[src/verilog/nhc_regs.svh]
/*
 * Register offsets, field positions, reset values, command codes and
 * timing figures of the NAND host controller.
 * Assumes a 200 MHz system clock and 32-bit APB data.
 */
`ifndef NHC_REGS_SVH
`define NHC_REGS_SVH

// -----------------------------------------------------------------------------
// Register offsets
// -----------------------------------------------------------------------------
`define NHC_OFF_CYCLE 12'h000
`define NHC_OFF_STATUS 12'h004
`define NHC_OFF_RDATA 12'h008
`define NHC_OFF_CONFIG 12'h00C

// -----------------------------------------------------------------------------
// Field positions
// -----------------------------------------------------------------------------
`define NHC_CYC_DATA_LSB 0
`define NHC_CYC_DATA_MSB 7
`define NHC_CYC_KIND_LSB 8
`define NHC_CYC_KIND_MSB 9
`define NHC_ST_BUSY 0
`define NHC_ST_RB 1
`define NHC_ST_RST_DONE 2
`define NHC_ST_ERR 3
`define NHC_CF_WP_N 0
`define NHC_CF_CE_N 1
`define NHC_CF_LOCK 2
`define NHC_CF_ECC_ON 3

// -----------------------------------------------------------------------------
// Reset values
// -----------------------------------------------------------------------------
`define NHC_CF_RESET 4'h2

// -----------------------------------------------------------------------------
// Command codes
// -----------------------------------------------------------------------------
`define NHC_CMD_RESET 8'hFF
`define NHC_CMD_STATUS 8'h70
`define NHC_CMD_STATUS_ENH 8'h78
`define NHC_CMD_READ 8'h00
`define NHC_CMD_MOVE_PROG 8'h85
`define NHC_CMD_TWO_PLANE_A 8'h11
`define NHC_CMD_TWO_PLANE_B 8'h32

// -----------------------------------------------------------------------------
// Timing
// -----------------------------------------------------------------------------
`define NHC_CLK_PERIOD_NS 5
`define NHC_T_SETUP_NS 10
`define NHC_T_WP_NS 15
`define NHC_T_WH_NS 10
`define NHC_T_REA_NS 20
`define NHC_SYNC_CYC 2
`define NHC_CEIL_CYC(ns) (((ns) + `NHC_CLK_PERIOD_NS - 1) / `NHC_CLK_PERIOD_NS)

`endif

[src/verilog/nhc_pkg.sv]
/*
 * Types of the NAND host controller.
 * Assumes nothing of its surroundings.
 */
package nhc_pkg;

    typedef enum logic [1:0] {
        NHC_K_CMD = 2'h0,
        NHC_K_ADDR = 2'h1,
        NHC_K_WDAT = 2'h2,
        NHC_K_RDAT = 2'h3
    } nhc_kind_t;

    typedef enum logic [1:0] {
        NHC_S_IDLE = 2'h0,
        NHC_S_SETUP = 2'h1,
        NHC_S_LOW = 2'h2,
        NHC_S_HIGH = 2'h3
    } nhc_state_t;

endpackage : nhc_pkg

[src/verilog/nhc_cyc_if.sv]
/*
 * Request and answer of one bus cycle between controller and sequencer.
 * Assumes both ends share one clock.
 */
`timescale 1ns/1ps
interface nhc_cyc_if;
    import nhc_pkg::*;
    logic start;
    nhc_kind_t kind;
    logic [7:0] wdata;
    logic busy;
    logic done;
    logic [7:0] rdata;
    modport ctrl(output start, output kind, output wdata, input busy, input done, input rdata);
    modport seq(input start, input kind, input wdata, output busy, output done, output rdata);
endinterface : nhc_cyc_if

[src/verilog/nhc_seq.sv]
/*
 * Bus-cycle sequencer: turns one request into one strobe cycle on the pins.
 * Assumes start is only raised while busy is low.
 */
`timescale 1ns/1ps
`include "nhc_regs.svh"
module nhc_seq (
    input wire logic i_mclk,
    input wire logic i_rst_n,
    nhc_cyc_if.seq cyc,
    input wire logic [7:0] i_io_in,
    output logic o_cle,
    output logic o_ale,
    output logic o_we_n,
    output logic o_re_n,
    output logic [7:0] o_io_out,
    output logic o_io_oe
);
    import nhc_pkg::*;

    localparam logic [3:0] SETUP_CYC = 4'(`NHC_CEIL_CYC(`NHC_T_SETUP_NS));
    localparam logic [3:0] WP_CYC = 4'(`NHC_CEIL_CYC(`NHC_T_WP_NS));
    localparam logic [3:0] WH_CYC = 4'(`NHC_CEIL_CYC(`NHC_T_WH_NS));
    // Read data passes the two-flop synchroniser, so the strobe stays low longer.
    localparam logic [3:0] RP_CYC = 4'(`NHC_CEIL_CYC(`NHC_T_REA_NS) + `NHC_SYNC_CYC);

    nhc_state_t state_q;
    nhc_kind_t kind_q;
    logic [3:0] cnt_q;
    logic [7:0] io_s1_q;
    logic [7:0] io_s2_q;
    logic [7:0] rdata_q;
    logic done_q;
    logic cnt_zero;
    logic is_read;

    assign cnt_zero = (cnt_q == 4'h0);
    assign is_read = (kind_q == NHC_K_RDAT);
    assign cyc.busy = (state_q != NHC_S_IDLE);
    assign cyc.done = done_q;
    assign cyc.rdata = rdata_q;

    always_ff @(posedge i_mclk or negedge i_rst_n) begin
        if (!i_rst_n) begin
            io_s1_q <= 8'h00;
            io_s2_q <= 8'h00;
        end else begin
            io_s1_q <= i_io_in;
            io_s2_q <= io_s1_q;
        end
    end

    // -------------------------------------------------------------------------
    // Strobe cycle
    // -------------------------------------------------------------------------
    always_ff @(posedge i_mclk or negedge i_rst_n) begin
        if (!i_rst_n) begin
            state_q <= NHC_S_IDLE;
            kind_q <= NHC_K_CMD;
            cnt_q <= 4'h0;
            rdata_q <= 8'h00;
            done_q <= 1'b0;
            o_cle <= 1'b0;
            o_ale <= 1'b0;
            o_we_n <= 1'b1;
            o_re_n <= 1'b1;
            o_io_out <= 8'h00;
            o_io_oe <= 1'b0;
        end else begin
            done_q <= 1'b0;
            unique case (state_q)
                NHC_S_IDLE: begin
                    if (cyc.start) begin
                        kind_q <= cyc.kind;
                        o_cle <= (cyc.kind == NHC_K_CMD);
                        o_ale <= (cyc.kind == NHC_K_ADDR);
                        o_io_out <= cyc.wdata;
                        o_io_oe <= (cyc.kind != NHC_K_RDAT);
                        cnt_q <= SETUP_CYC - 4'h1;
                        state_q <= NHC_S_SETUP;
                    end
                end
                NHC_S_SETUP: begin
                    cnt_q <= cnt_q - 4'h1;
                    if (cnt_zero) begin
                        o_we_n <= is_read;
                        o_re_n <= !is_read;
                        cnt_q <= (is_read ? RP_CYC : WP_CYC) - 4'h1;
                        state_q <= NHC_S_LOW;
                    end
                end
                NHC_S_LOW: begin
                    cnt_q <= cnt_q - 4'h1;
                    if (cnt_zero) begin
                        o_we_n <= 1'b1;
                        o_re_n <= 1'b1;
                        if (is_read) begin
                            rdata_q <= io_s2_q;
                        end
                        cnt_q <= WH_CYC - 4'h1;
                        state_q <= NHC_S_HIGH;
                    end
                end
                NHC_S_HIGH: begin
                    cnt_q <= cnt_q - 4'h1;
                    if (cnt_zero) begin
                        o_cle <= 1'b0;
                        o_ale <= 1'b0;
                        o_io_oe <= 1'b0;
                        done_q <= 1'b1;
                        state_q <= NHC_S_IDLE;
                    end
                end
            endcase
        end
    end
endmodule : nhc_seq

[src/verilog/nhc_host.sv]
/*
 * NAND host controller: APB register slave that drives an asynchronous
 * 8-bit NAND flash bus one cycle at a time and guards the command order.
 * Assumes a 200 MHz clock, pins synchronised here, and a pull-up on ready/busy.
 */
// The implementer's own choices: the register addresses and the APB slave port.
`timescale 1ns/1ps
`include "nhc_regs.svh"
module nhc_host (
    input wire logic i_mclk,
    input wire logic i_rst_n,
    input wire logic i_psel,
    input wire logic i_penable,
    input wire logic i_pwrite,
    input wire logic [11:0] i_paddr,
    input wire logic [31:0] i_pwdata,
    output logic [31:0] o_prdata,
    output logic o_pready,
    output logic o_pslverr,
    output logic o_ce_n,
    output logic o_cle,
    output logic o_ale,
    output logic o_we_n,
    output logic o_re_n,
    output logic [7:0] o_io_out,
    output logic o_io_oe,
    input wire logic [7:0] i_io_in,
    output logic o_wp_n,
    output logic o_lock,
    input wire logic i_rb_n
);
    import nhc_pkg::*;

    nhc_cyc_if cyc ();

    nhc_seq u_seq (
        .i_mclk(i_mclk),
        .i_rst_n(i_rst_n),
        .cyc(cyc.seq),
        .i_io_in(i_io_in),
        .o_cle(o_cle),
        .o_ale(o_ale),
        .o_we_n(o_we_n),
        .o_re_n(o_re_n),
        .o_io_out(o_io_out),
        .o_io_oe(o_io_oe)
    );

    // -------------------------------------------------------------------------
    // State
    // -------------------------------------------------------------------------
    logic rb_s1_q;
    logic rb_s2_q;
    logic [3:0] cfg_q;
    logic err_q;
    logic rst_done_q;
    logic [7:0] rdata_q;
    logic [7:0] last_cmd_q;
    logic [7:0] prev_addr_q;
    logic [2:0] addr_idx_q;
    logic read_plane_q;
    logic start_q;
    nhc_kind_t kind_q;
    logic [7:0] wdata_q;
    logic [31:0] prdata_q;
    logic pready_q;
    logic pslverr_q;

    // -------------------------------------------------------------------------
    // APB decode
    // -------------------------------------------------------------------------
    logic access;
    logic commit;
    logic wr_commit;
    logic sel_cycle;
    logic sel_status;
    logic sel_rdata;
    logic sel_config;
    logic mapped;
    logic cycle_clash;
    logic [31:0] rd_mux;
    logic [31:0] status_word;

    assign access = i_psel && i_penable && !pready_q;
    // A write takes effect only at the edge where the master sees pready high.
    assign commit = i_psel && i_penable && pready_q;
    assign wr_commit = commit && i_pwrite && !pslverr_q;
    assign sel_cycle = (i_paddr == `NHC_OFF_CYCLE);
    assign sel_status = (i_paddr == `NHC_OFF_STATUS);
    assign sel_rdata = (i_paddr == `NHC_OFF_RDATA);
    assign sel_config = (i_paddr == `NHC_OFF_CONFIG);
    assign mapped = sel_cycle || sel_status || sel_rdata || sel_config;
    assign cycle_clash = sel_cycle && i_pwrite && (cyc.busy || start_q);

    assign status_word = {28'h000_0000, err_q, rst_done_q, rb_s2_q, cyc.busy || start_q};
    assign rd_mux = sel_status ? status_word :
                    sel_rdata ? {24'h00_0000, rdata_q} :
                    sel_config ? {28'h000_0000, cfg_q} : 32'h0000_0000;

    // -------------------------------------------------------------------------
    // Cycle request checks
    // -------------------------------------------------------------------------
    logic [7:0] req_data;
    nhc_kind_t req_kind;
    logic req_cmd;
    logic req_addr;
    logic cmd_safe_busy;
    logic cmd_two_plane;
    logic bad_order;
    logic bad_busy;
    logic bad_plane_cmd;
    logic bad_column;
    logic bad_move_plane;
    logic refuse;
    logic go;

    assign req_data = i_pwdata[`NHC_CYC_DATA_MSB:`NHC_CYC_DATA_LSB];
    assign req_kind = nhc_kind_t'(i_pwdata[`NHC_CYC_KIND_MSB:`NHC_CYC_KIND_LSB]);
    assign req_cmd = (req_kind == NHC_K_CMD);
    assign req_addr = (req_kind == NHC_K_ADDR);
    assign cmd_safe_busy = (req_data == `NHC_CMD_RESET) || (req_data == `NHC_CMD_STATUS) ||
                           (req_data == `NHC_CMD_STATUS_ENH);
    assign cmd_two_plane = (req_data == `NHC_CMD_TWO_PLANE_A) || (req_data == `NHC_CMD_TWO_PLANE_B);
    assign bad_order = req_cmd && !rst_done_q && (req_data != `NHC_CMD_RESET);
    assign bad_busy = req_cmd && !rb_s2_q && !cmd_safe_busy;
    assign bad_plane_cmd = req_cmd && cfg_q[`NHC_CF_ECC_ON] && cmd_two_plane;
    // Second address cycle: CA11 is bit 3, CA10:8 are bits 2:0, CA7 was bit 7 of the first.
    assign bad_column = req_addr && (addr_idx_q == 3'h1) && req_data[3] &&
                        (prev_addr_q[7] || (req_data[2:0] != 3'h0) || (req_data[7:4] != 4'h0));
    assign bad_move_plane = req_addr && (addr_idx_q == 3'h2) && (last_cmd_q == `NHC_CMD_MOVE_PROG) &&
                            (req_data[6] != read_plane_q);
    assign refuse = bad_order || bad_busy || bad_plane_cmd || bad_column || bad_move_plane;
    assign go = wr_commit && sel_cycle && !refuse;

    // -------------------------------------------------------------------------
    // APB answer: one wait state, data and error from flops
    // -------------------------------------------------------------------------
    always_ff @(posedge i_mclk or negedge i_rst_n) begin
        if (!i_rst_n) begin
            pready_q <= 1'b0;
            pslverr_q <= 1'b0;
            prdata_q <= 32'h0000_0000;
        end else begin
            pready_q <= access;
            pslverr_q <= access && (!mapped || cycle_clash || (i_pwrite && sel_rdata));
            prdata_q <= (access && !i_pwrite) ? rd_mux : 32'h0000_0000;
        end
    end

    // -------------------------------------------------------------------------
    // Pin synchroniser and configuration
    // -------------------------------------------------------------------------
    always_ff @(posedge i_mclk or negedge i_rst_n) begin
        if (!i_rst_n) begin
            rb_s1_q <= 1'b1;
            rb_s2_q <= 1'b1;
            cfg_q <= `NHC_CF_RESET;
        end else begin
            rb_s1_q <= i_rb_n;
            rb_s2_q <= rb_s1_q;
            if (wr_commit && sel_config) begin
                cfg_q <= i_pwdata[3:0];
            end
        end
    end

    // -------------------------------------------------------------------------
    // Error flag, reset tracking and read data
    // -------------------------------------------------------------------------
    always_ff @(posedge i_mclk or negedge i_rst_n) begin
        if (!i_rst_n) begin
            err_q <= 1'b0;
            rst_done_q <= 1'b0;
            rdata_q <= 8'h00;
        end else begin
            if (wr_commit && sel_cycle && refuse) begin
                err_q <= 1'b1;
            end else if (wr_commit && sel_status && i_pwdata[`NHC_ST_ERR]) begin
                err_q <= 1'b0;
            end
            if (go && req_cmd && req_data == `NHC_CMD_RESET) begin
                rst_done_q <= 1'b1;
            end
            if (cyc.done && kind_q == NHC_K_RDAT) begin
                rdata_q <= cyc.rdata;
            end
        end
    end

    // -------------------------------------------------------------------------
    // Address cycle tracking and request to the sequencer
    // -------------------------------------------------------------------------
    always_ff @(posedge i_mclk or negedge i_rst_n) begin
        if (!i_rst_n) begin
            last_cmd_q <= 8'h00;
            prev_addr_q <= 8'h00;
            addr_idx_q <= 3'h0;
            read_plane_q <= 1'b0;
            start_q <= 1'b0;
            kind_q <= NHC_K_CMD;
            wdata_q <= 8'h00;
        end else begin
            start_q <= go;
            if (go) begin
                kind_q <= req_kind;
                wdata_q <= req_data;
                if (req_cmd) begin
                    last_cmd_q <= req_data;
                    addr_idx_q <= 3'h0;
                end else if (req_addr) begin
                    prev_addr_q <= req_data;
                    if (addr_idx_q != 3'h7) begin
                        addr_idx_q <= addr_idx_q + 3'h1;
                    end
                    if (addr_idx_q == 3'h2 && last_cmd_q == `NHC_CMD_READ) begin
                        read_plane_q <= req_data[6];
                    end
                end
            end
        end
    end

    assign cyc.start = start_q;
    assign cyc.kind = kind_q;
    assign cyc.wdata = wdata_q;

    assign o_prdata = prdata_q;
    assign o_pready = pready_q;
    assign o_pslverr = pslverr_q;
    assign o_ce_n = cfg_q[`NHC_CF_CE_N];
    assign o_wp_n = cfg_q[`NHC_CF_WP_N];
    assign o_lock = cfg_q[`NHC_CF_LOCK];
endmodule : nhc_host

[config.mk]
export PLATFORM = sky130hd
export DESIGN_NAME = nhc_host
export DESIGN_NICKNAME = d
export VERILOG_FILES = /design/src/verilog/nhc_pkg.sv /design/src/verilog/nhc_cyc_if.sv /design/src/verilog/nhc_seq.sv /design/src/verilog/nhc_host.sv
export VERILOG_INCLUDE_DIRS = /design/src /design/src/verilog
export SDC_FILE = /design/constraint.sdc
export NUM_CORES = 1
export LEC_CHECK = 0
export ABC_AREA = 1
export BUFFER_PORTS_ARGS = -buffer_cell sky130_fd_sc_hd__buf_4
export CAP_MARGIN = 20
export CORE_ASPECT_RATIO = 0.75
export CORE_UTILIZATION = 50
export CTS_CLUSTER_SIZE = 28
export DETAILED_ROUTE_END_ITERATION = 8
export GPL_TIMING_DRIVEN = 0
export PLACE_DENSITY = 0.76
export SYNTH_ARGS = -nofsm -noshare
export SYNTH_HDL_FRONTEND = slang
export SYNTH_SLANG_ARGS = --single-unit
[constraint.sdc]
create_clock -name i_mclk -period 4.2 [get_ports i_mclk]
set_input_delay 0.42 -clock i_mclk [delete_from_list [all_inputs] [get_ports i_mclk]]
set_output_delay 0.42 -clock i_mclk [all_outputs]
set_load 0.01 [all_outputs]
==> results_dict.tcl, run 1 <==
set metrics [dict create \
    cts_root_buf "clkbuf_16" \
    wire_per_inst_um 12.9 \
    num-nets-final 639 \
    synth_seq_area_share 0.553 \
    syn_area_mm2 0.00435 \
    p_switching_w 0.000709 \
    min_period_ns 2.18 \
    grt_first_pass_wirelength_um 14700 \
    clock_power_share 0.357 \
    fin_area_mm2 0.00537 \
    total_power_w 0.00229 \
    gp_congestion 0.884 \
    cts_max_path_buffers 2 \
    leakagePower_nw 2.76 \
    crit_family "simple AND/OR/NAND/NOR gates" \
    start_kind "flop" \
    grt_pass1_vias 3118 \
    period_share 0.520 \
    ys_ff_latch 96 \
    hold_path_class "input port to asynchronous set/reset pin" \
    die_area_mm2 0.00909 \
    end_kind "flop" \
    outcome "finished clean" \
    yosys_warnings 0 \
    p_int_w 0.00158 \
    irDropWorstVdd_mv 0.328 \
    dpl.hpwl_um 6470 \
    swShare 0.310 \
    drc_errors 0 \
    vias 3387 \
    final_cell_mix "nand2_1, dfrtp_1, buf_4" \
    hold_buffers 0 \
    cts-resized-gates 0 \
    pin_count 108 \
    numPortBuffers 61 \
    final_common_cell "nand2_1" \
    criticalPathCategory "flop to flop" \
    area_growth_syn_to_layout_pct 23.3 \
    drtIter0Drc 219 \
    track_usage 0.212 \
    drt_wl_total_um 8820 \
    crit_path_frequent_cell "inv_1" \
    crit_buf_inv 3 \
    cap_violations 0 \
    fill_cells 674 \
    viasPerCell 4.95 \
    relSlewSlack 0.609 \
    cts_tree "yes" \
    antenna_found_initial 0 \
    clkSinkCount 96 \
    grt_max_degree 68 \
    cp.arrival_ns 2.41 \
    slew_viol_final 0 \
    worst_slew_pin_slew_ns 0.583 \
    dr.pass1.iters 5 \
    hold_viol_final 0 \
    drive_gt1_frac 0.227 \
    die_h_um 82.8 \
    clock_skew_ns 0.00694 \
    clk_pin_slew_ns 0.07 \
    power_density_mw_per_mm2 427 \
    coreArea_mm2 0.00845 \
    worstPathRequired_ns 4.43 \
    cpPeakStageDelay_ns 0.44 \
    cts_inserted_buffers 9 \
    syn_avg_cell_area_um2 9.17 \
    crit_chain "inv_1 > ha_1 > nand2_1 > nor2_1 > inv_1 > nor3_2 > buf_2 > o21ai_0" \
    setup_viol 0 \
    h-tree-depth 3 \
    worstPathMaxFanout 10 \
    rows 29 \
    gr-total-overflow 0 \
    comb_power_share 0.202 \
    start_util 0.515 \
    ys_types 38 \
    slowest_stage "nor3_2" \
    clock.fmax_ghz 0.458 \
    post_cts_buffers 0 \
    clk_latency_ns 0.35 \
    p_seq_frac 0.441 \
    setup_tns_ns 0 \
    grt_setup_unrepaired "no" \
    ant_nets 0 \
    syn_inst 475 \
    postPlaceCellArea_mm2 0.00506 \
    die_w_um 110 \
    diodes 0 \
]
[synthesized netlist by cell type]
cell type  number  area, um^2
a22oi_1         2        15.0
nand3_2         1        10.0
nor2_1         37         139
o41ai_1         2        17.5
dfstp_2         5         131
nor2_4          2        22.5
nand4_1         7        43.8
nor3b_1         4        30.0
o22ai_1         3        18.8
buf_2           1        5.00
nand2_2         1        6.26
nor4_1          1        6.26
inv_2           1        3.75
nand3_1        23         115
o21ai_2         1        8.76
o21a_1          1        7.51
a211oi_1        1        7.51
nand2_4         1        11.3
buf_6           2        22.5
a21oi_1         9        45.0
clkbuf_2        1        5.00
inv_1          55         206
nor2_2          2        12.5
nor3_2          2        20.0
nor3_1          4        20.0
conb_1          1        3.75
o211ai_1        4        30.0
nand3b_1        1        7.51
dfrtp_1        91        2280
nor3_4          2        32.5
clkbuf_1        3        11.3
ha_1           10         125
nand2_1       112         420
or2_1           1        6.26
o21ai_1         1        5.00
o21ai_0        49         245
buf_4          24         180
mux2_2          7        78.8
[logic make-up after synthesis]
kind of cell / after synthesis / synth area share
AO/OA/AOI/OAI: 73 / 0.0920
AND/OR/NAND/NOR: 201 / 0.207
other: 1 / 0.000861
multiplexers: 7 / 0.0181
flip-flops: 96 / 0.553
adder cells (fa/ha/maj): 10 / 0.0287
buffers and inverters: 87 / 0.0997
[layout make-up]
cell class                 count  area [um^2]  area share
buffer                        31          224      0.0417
clock buffer                   9          225      0.0420
clock inverter                 7         81.3      0.0152
inverter                      56          210      0.0392
multi-input combinational    315         1600       0.298
sequential                    96         2410       0.449
tap                          108          135      0.0252
timing repair buffer          62          485      0.0904
[power groups by stage]
stage | Combinational (W) | Sequential (W) | Clock [W]
6_report | 0.000462 | 0.00101 | 0.000818
5_1_grt | 0.000521 | 0.00102 | 0.000870
4_1_cts | 0.000457 | 0.00101 | 0.000835
3_5_place_dp | 0.000450 | 0.00103 | 0
3_3_place_gp | 0.000429 | 0.00102 | 0
2_1_floorplan | 0.000292 | 0.00103 | 0
[sequential cells by signal, indices dropped and copies added, names as in the netlist, 2 cells and up]
register / flops
u_seq.state_q: 2
o_prdata: 8
u_seq.cnt_q: 4
addr_idx_q: 3
u_seq.io_s2_q: 8
cyc.kind: 2
u_seq.cyc.rdata: 8
cyc.wdata: 8
u_seq.io_s1_q: 8
u_seq.kind_q: 2
u_seq.o_io_out: 8
rdata_q: 8
last_cmd_q: 8
cfg_q: 4
[routing by layer]
layer,up-vias,share of wire,track usage
li1,1675,-,-
met4,0,0.016,0.0715
met1,1557,0.48,0.310
met3,17,0.069,0.0542
met5,-,0,0
met2,138,0.44,0.308
[final timing paths]
path	endpoint	depth (start not counted)	slack [ns]	start
worst max register to register	u_seq.cyc.rdata[0]	8	2.02	u_seq.cnt_q[0]
worst max-delay path	u_seq.cyc.rdata[0]	8	2.02	u_seq.cnt_q[0]
worst min-delay path	u_seq.o_io_out[5]	1	0.003	i_rst_n
worst min register to register	u_seq.io_s2_q[4]	0	0.35	u_seq.io_s1_q[4]
min in group i_mclk	u_seq.io_s1_q[1]	1	0.17	i_io_in[1]
max in group asynchronous	u_seq.o_we_n	2	3.49	i_rst_n
[per-stage QoR]
stage | cells | hold slack [ns] | setup slack, ns | util
final | 684 | 0.00275 | 2.02 | 0.635
after global routing | 684 | 0.0355 | 1.85 | 0.635
after CTS | 684 | 0.0137 | 2.05 | 0.635
after detailed placement | 668 | 0.335 | 2.06 | 0.599
after global placement | 667 | 0.333 | 2.13 | 0.595
after floorplan | 498 | 0.124 | 2.49 | -
No activity file was read; power rests on OpenSTA's default activity.
==> inputs of run 2 (changes only) <==
- ABC_AREA: 1 -> 0
- clock period: 4.2 -> 2.1 ns (I/O delays scaled with it)
==> run 2 against run 1 <==
Compared with the run above:
- core utilization grew 4.1 points
- via count shrank 13%
- combinational power up 120%
- die area down 1.9%
- worst hold slack improved by 0.15 ns
- critical path depth fell by 1
- worst setup slack worse by 2.1 ns
- the flow now finishes with violations (negative setup slack)
- largest cell class unchanged
- non-clock buffer count grew 16
- cell count decreased by 18%
==> results_dict.tcl, run 2 <==
set metrics [dict create \
    die_area_mm2 0.00892 \
    end_kind "flop" \
    leakagePower_nw 2.74 \
    area_growth_syn_to_layout_pct 28.1 \
    clk_pin_slew_ns 0.07 \
    die_w_um 109 \
    grt_pass1_vias 2991 \
    setup_viol 10 \
    worst_slew_pin_slew_ns 0.655 \
    drt_wl_total_um 8550 \
    multi_input_area_mm2 0.00175 \
    syn_avg_cell_area_um2 12.7 \
    dr.pass1.iters 4 \
    numPortBuffers 59 \
    fill_cells 575 \
    viasPerCell 5.29 \
    final_cell_mix "dfrtp_1, buf_4, mux2_2" \
    hold_viol_final 0 \
    dpl.hpwl_um 5820 \
    fin_area_mm2 0.00547 \
    irDropWorstVdd_mv 0.497 \
    final_common_cell "dfrtp_1" \
    synth.area.top_cells "dfrtp_1, mux2_2, buf_4, dfstp_2, ha_1" \
    total_power_w 0.00463 \
    yosysMostFrequentCell "dfrtp_1" \
    synth-edff-count 0 \
    violations "negative setup slack" \
    cp.arrival_ns 2.41 \
    synth_top_area_cell "dfrtp_1" \
    clk_latency_ns 0.34 \
    clock.fmax_ghz 0.458 \
    ys_async_sr_fraction 1.00 \
    worstPathRequired_ns 2.33 \
    wl_met3_um 505 \
    diodes 0 \
    coreArea_mm2 0.00809 \
    m1WireLength_um 3790 \
    relSlewSlack 0.564 \
    ant_nets 0 \
    fin_ws_ns -0.0814 \
    min_period_ns 2.18 \
    synth_top_area_frac 0.533 \
    drtIter0Drc 125 \
    postPlaceCellArea_mm2 0.00496 \
    hold_path_class "input port to flop" \
    grt_max_degree 53 \
    cts_max_path_buffers 2 \
    register_area_mm2 0.00241 \
    cts_tree "yes" \
    drc_errors 0 \
    vias 2954 \
    syn_area_mm2 0.00427 \
    synth_flop_cell "dfrtp_1" \
    dp_slack_ns -0.555 \
    track_usage 0.209 \
    whs_ns 0.155 \
    die_h_um 82.0 \
    period_share 1.04 \
    yosys_warnings 0 \
    num-nets-final 516 \
    gp_congestion 0.820 \
    wire_per_inst_um 15.3 \
    top_layer_used "met4" \
    met2_length_um 4150 \
    ys_types 57 \
    antenna_found_initial 0 \
    clock_skew_ns 0.00796 \
    syn_inst 337 \
    slew_viol_final 0 \
    h-tree-depth 3 \
    grt_setup_unrepaired "yes" \
    ys_ff_latch 96 \
    cts_inserted_buffers 9 \
    start_kind "input port" \
    yosys-top-cells-count "dfrtp_1, mux2_2, buf_4, nor2_1" \
    clkSinkCount 96 \
    cts_root_buf "clkbuf_16" \
    power_density_mw_per_mm2 846 \
    grt_first_pass_wirelength_um 14100 \
    start_util 0.528 \
    criticalPathCategory "input port to flop" \
    worstPathMaxFanout 6 \
    cap_violations 0 \
    pin_count 108 \
    gr-total-overflow 0 \
    drive_gt1_frac 0.400 \
    synth_seq_area_share 0.564 \
    outcome "finished, violations left" \
    rows 28 \
    setup_tns_ns -0.494 \
]
## run 2: what timing repair did
item | in CTS | in global routing
hold buffers | 10 | 0
endpoints found under the hold margin | 58 | 0
pin swaps | 4 | 0
resized for setup | 11 | 8
setup buffers | 7 | 0
gates cloned | 1 | 0
endpoints found under the setup margin | 32 | 35
## run 2: area by class of cell
class / instances / share of cell area
Sequential cell: 96 / 0.440
Tap cell: 105 / 0.0240
Clock inverter: 7 / 0.0114
Inverter: 11 / 0.00755
Buffer: 31 / 0.0391
Timing Repair Buffer: 78 / 0.117
Multi-Input combinational cell: 221 / 0.320
Clock buffer: 9 / 0.0412
## run 2: kinds of logic after synthesis
group,share of synthesized area
DFF,0.564
and+or+nand+nor,0.123
muxes,0.137
AOI/OAI and AO/OA,0.0818
buffers and inverters,0.0615
adders and majority gates,0.0293
other,0.000878
xor gates and xnor gates,0.00205
## run 2: power breakdown
| part | total, W | leakage [nW] | internal (W) | switching (W) |
|---|---|---|---|---|
| Combinational | 0.00101 | 1.33 | 0.000454 | 0.000555 |
| Sequential | 0.00205 | 1.27 | 0.00197 | 0.0000784 |
| Clock | 0.00157 | 0.138 | 0.000830 | 0.000742 |
| Total | 0.00463 | 2.74 | 0.00325 | 0.00138 |
## run 2: final timing paths
kind | startpoint | to | slack, ns | cells after the start
worst max-delay path | i_pwdata[7] | last_cmd_q[7] | -0.08 | 7
worst min-delay path | i_penable | o_pready | 0.15 | 3
worst max register to register | prev_addr_q[7] | last_cmd_q[7] | -0.08 | 7
worst min register to register | u_seq.io_s1_q[6] | u_seq.io_s2_q[6] | 0.35 | 0
max in group asynchronous | i_rst_n | u_seq.o_re_n | 0.95 | 3
min in group asynchronous | i_rst_n | last_cmd_q[1] | 0.43 | 2
## run 2: worst max-delay path, cell delays in order
cell      delay, ns
buf_4          0.14
or4_4          0.55
o2bb2a_4       0.21
a2111o_1       0.42
nor4_4         0.35
buf_4          0.21
mux2_4         0.31
## run 2: per-layer routing
metal,track usage,up-vias
met5,0,-
met4,0.0527,0
met3,0.0683,13
met2,0.349,104
met1,0.266,1450
li1,-,1387
## run 2: metrics by stage
stage	cells	utilization
floorplan	360	-
global placement	524	0.610
detailed placement	525	0.613
CTS	559	0.674
global route	558	0.676
finish	558	0.676
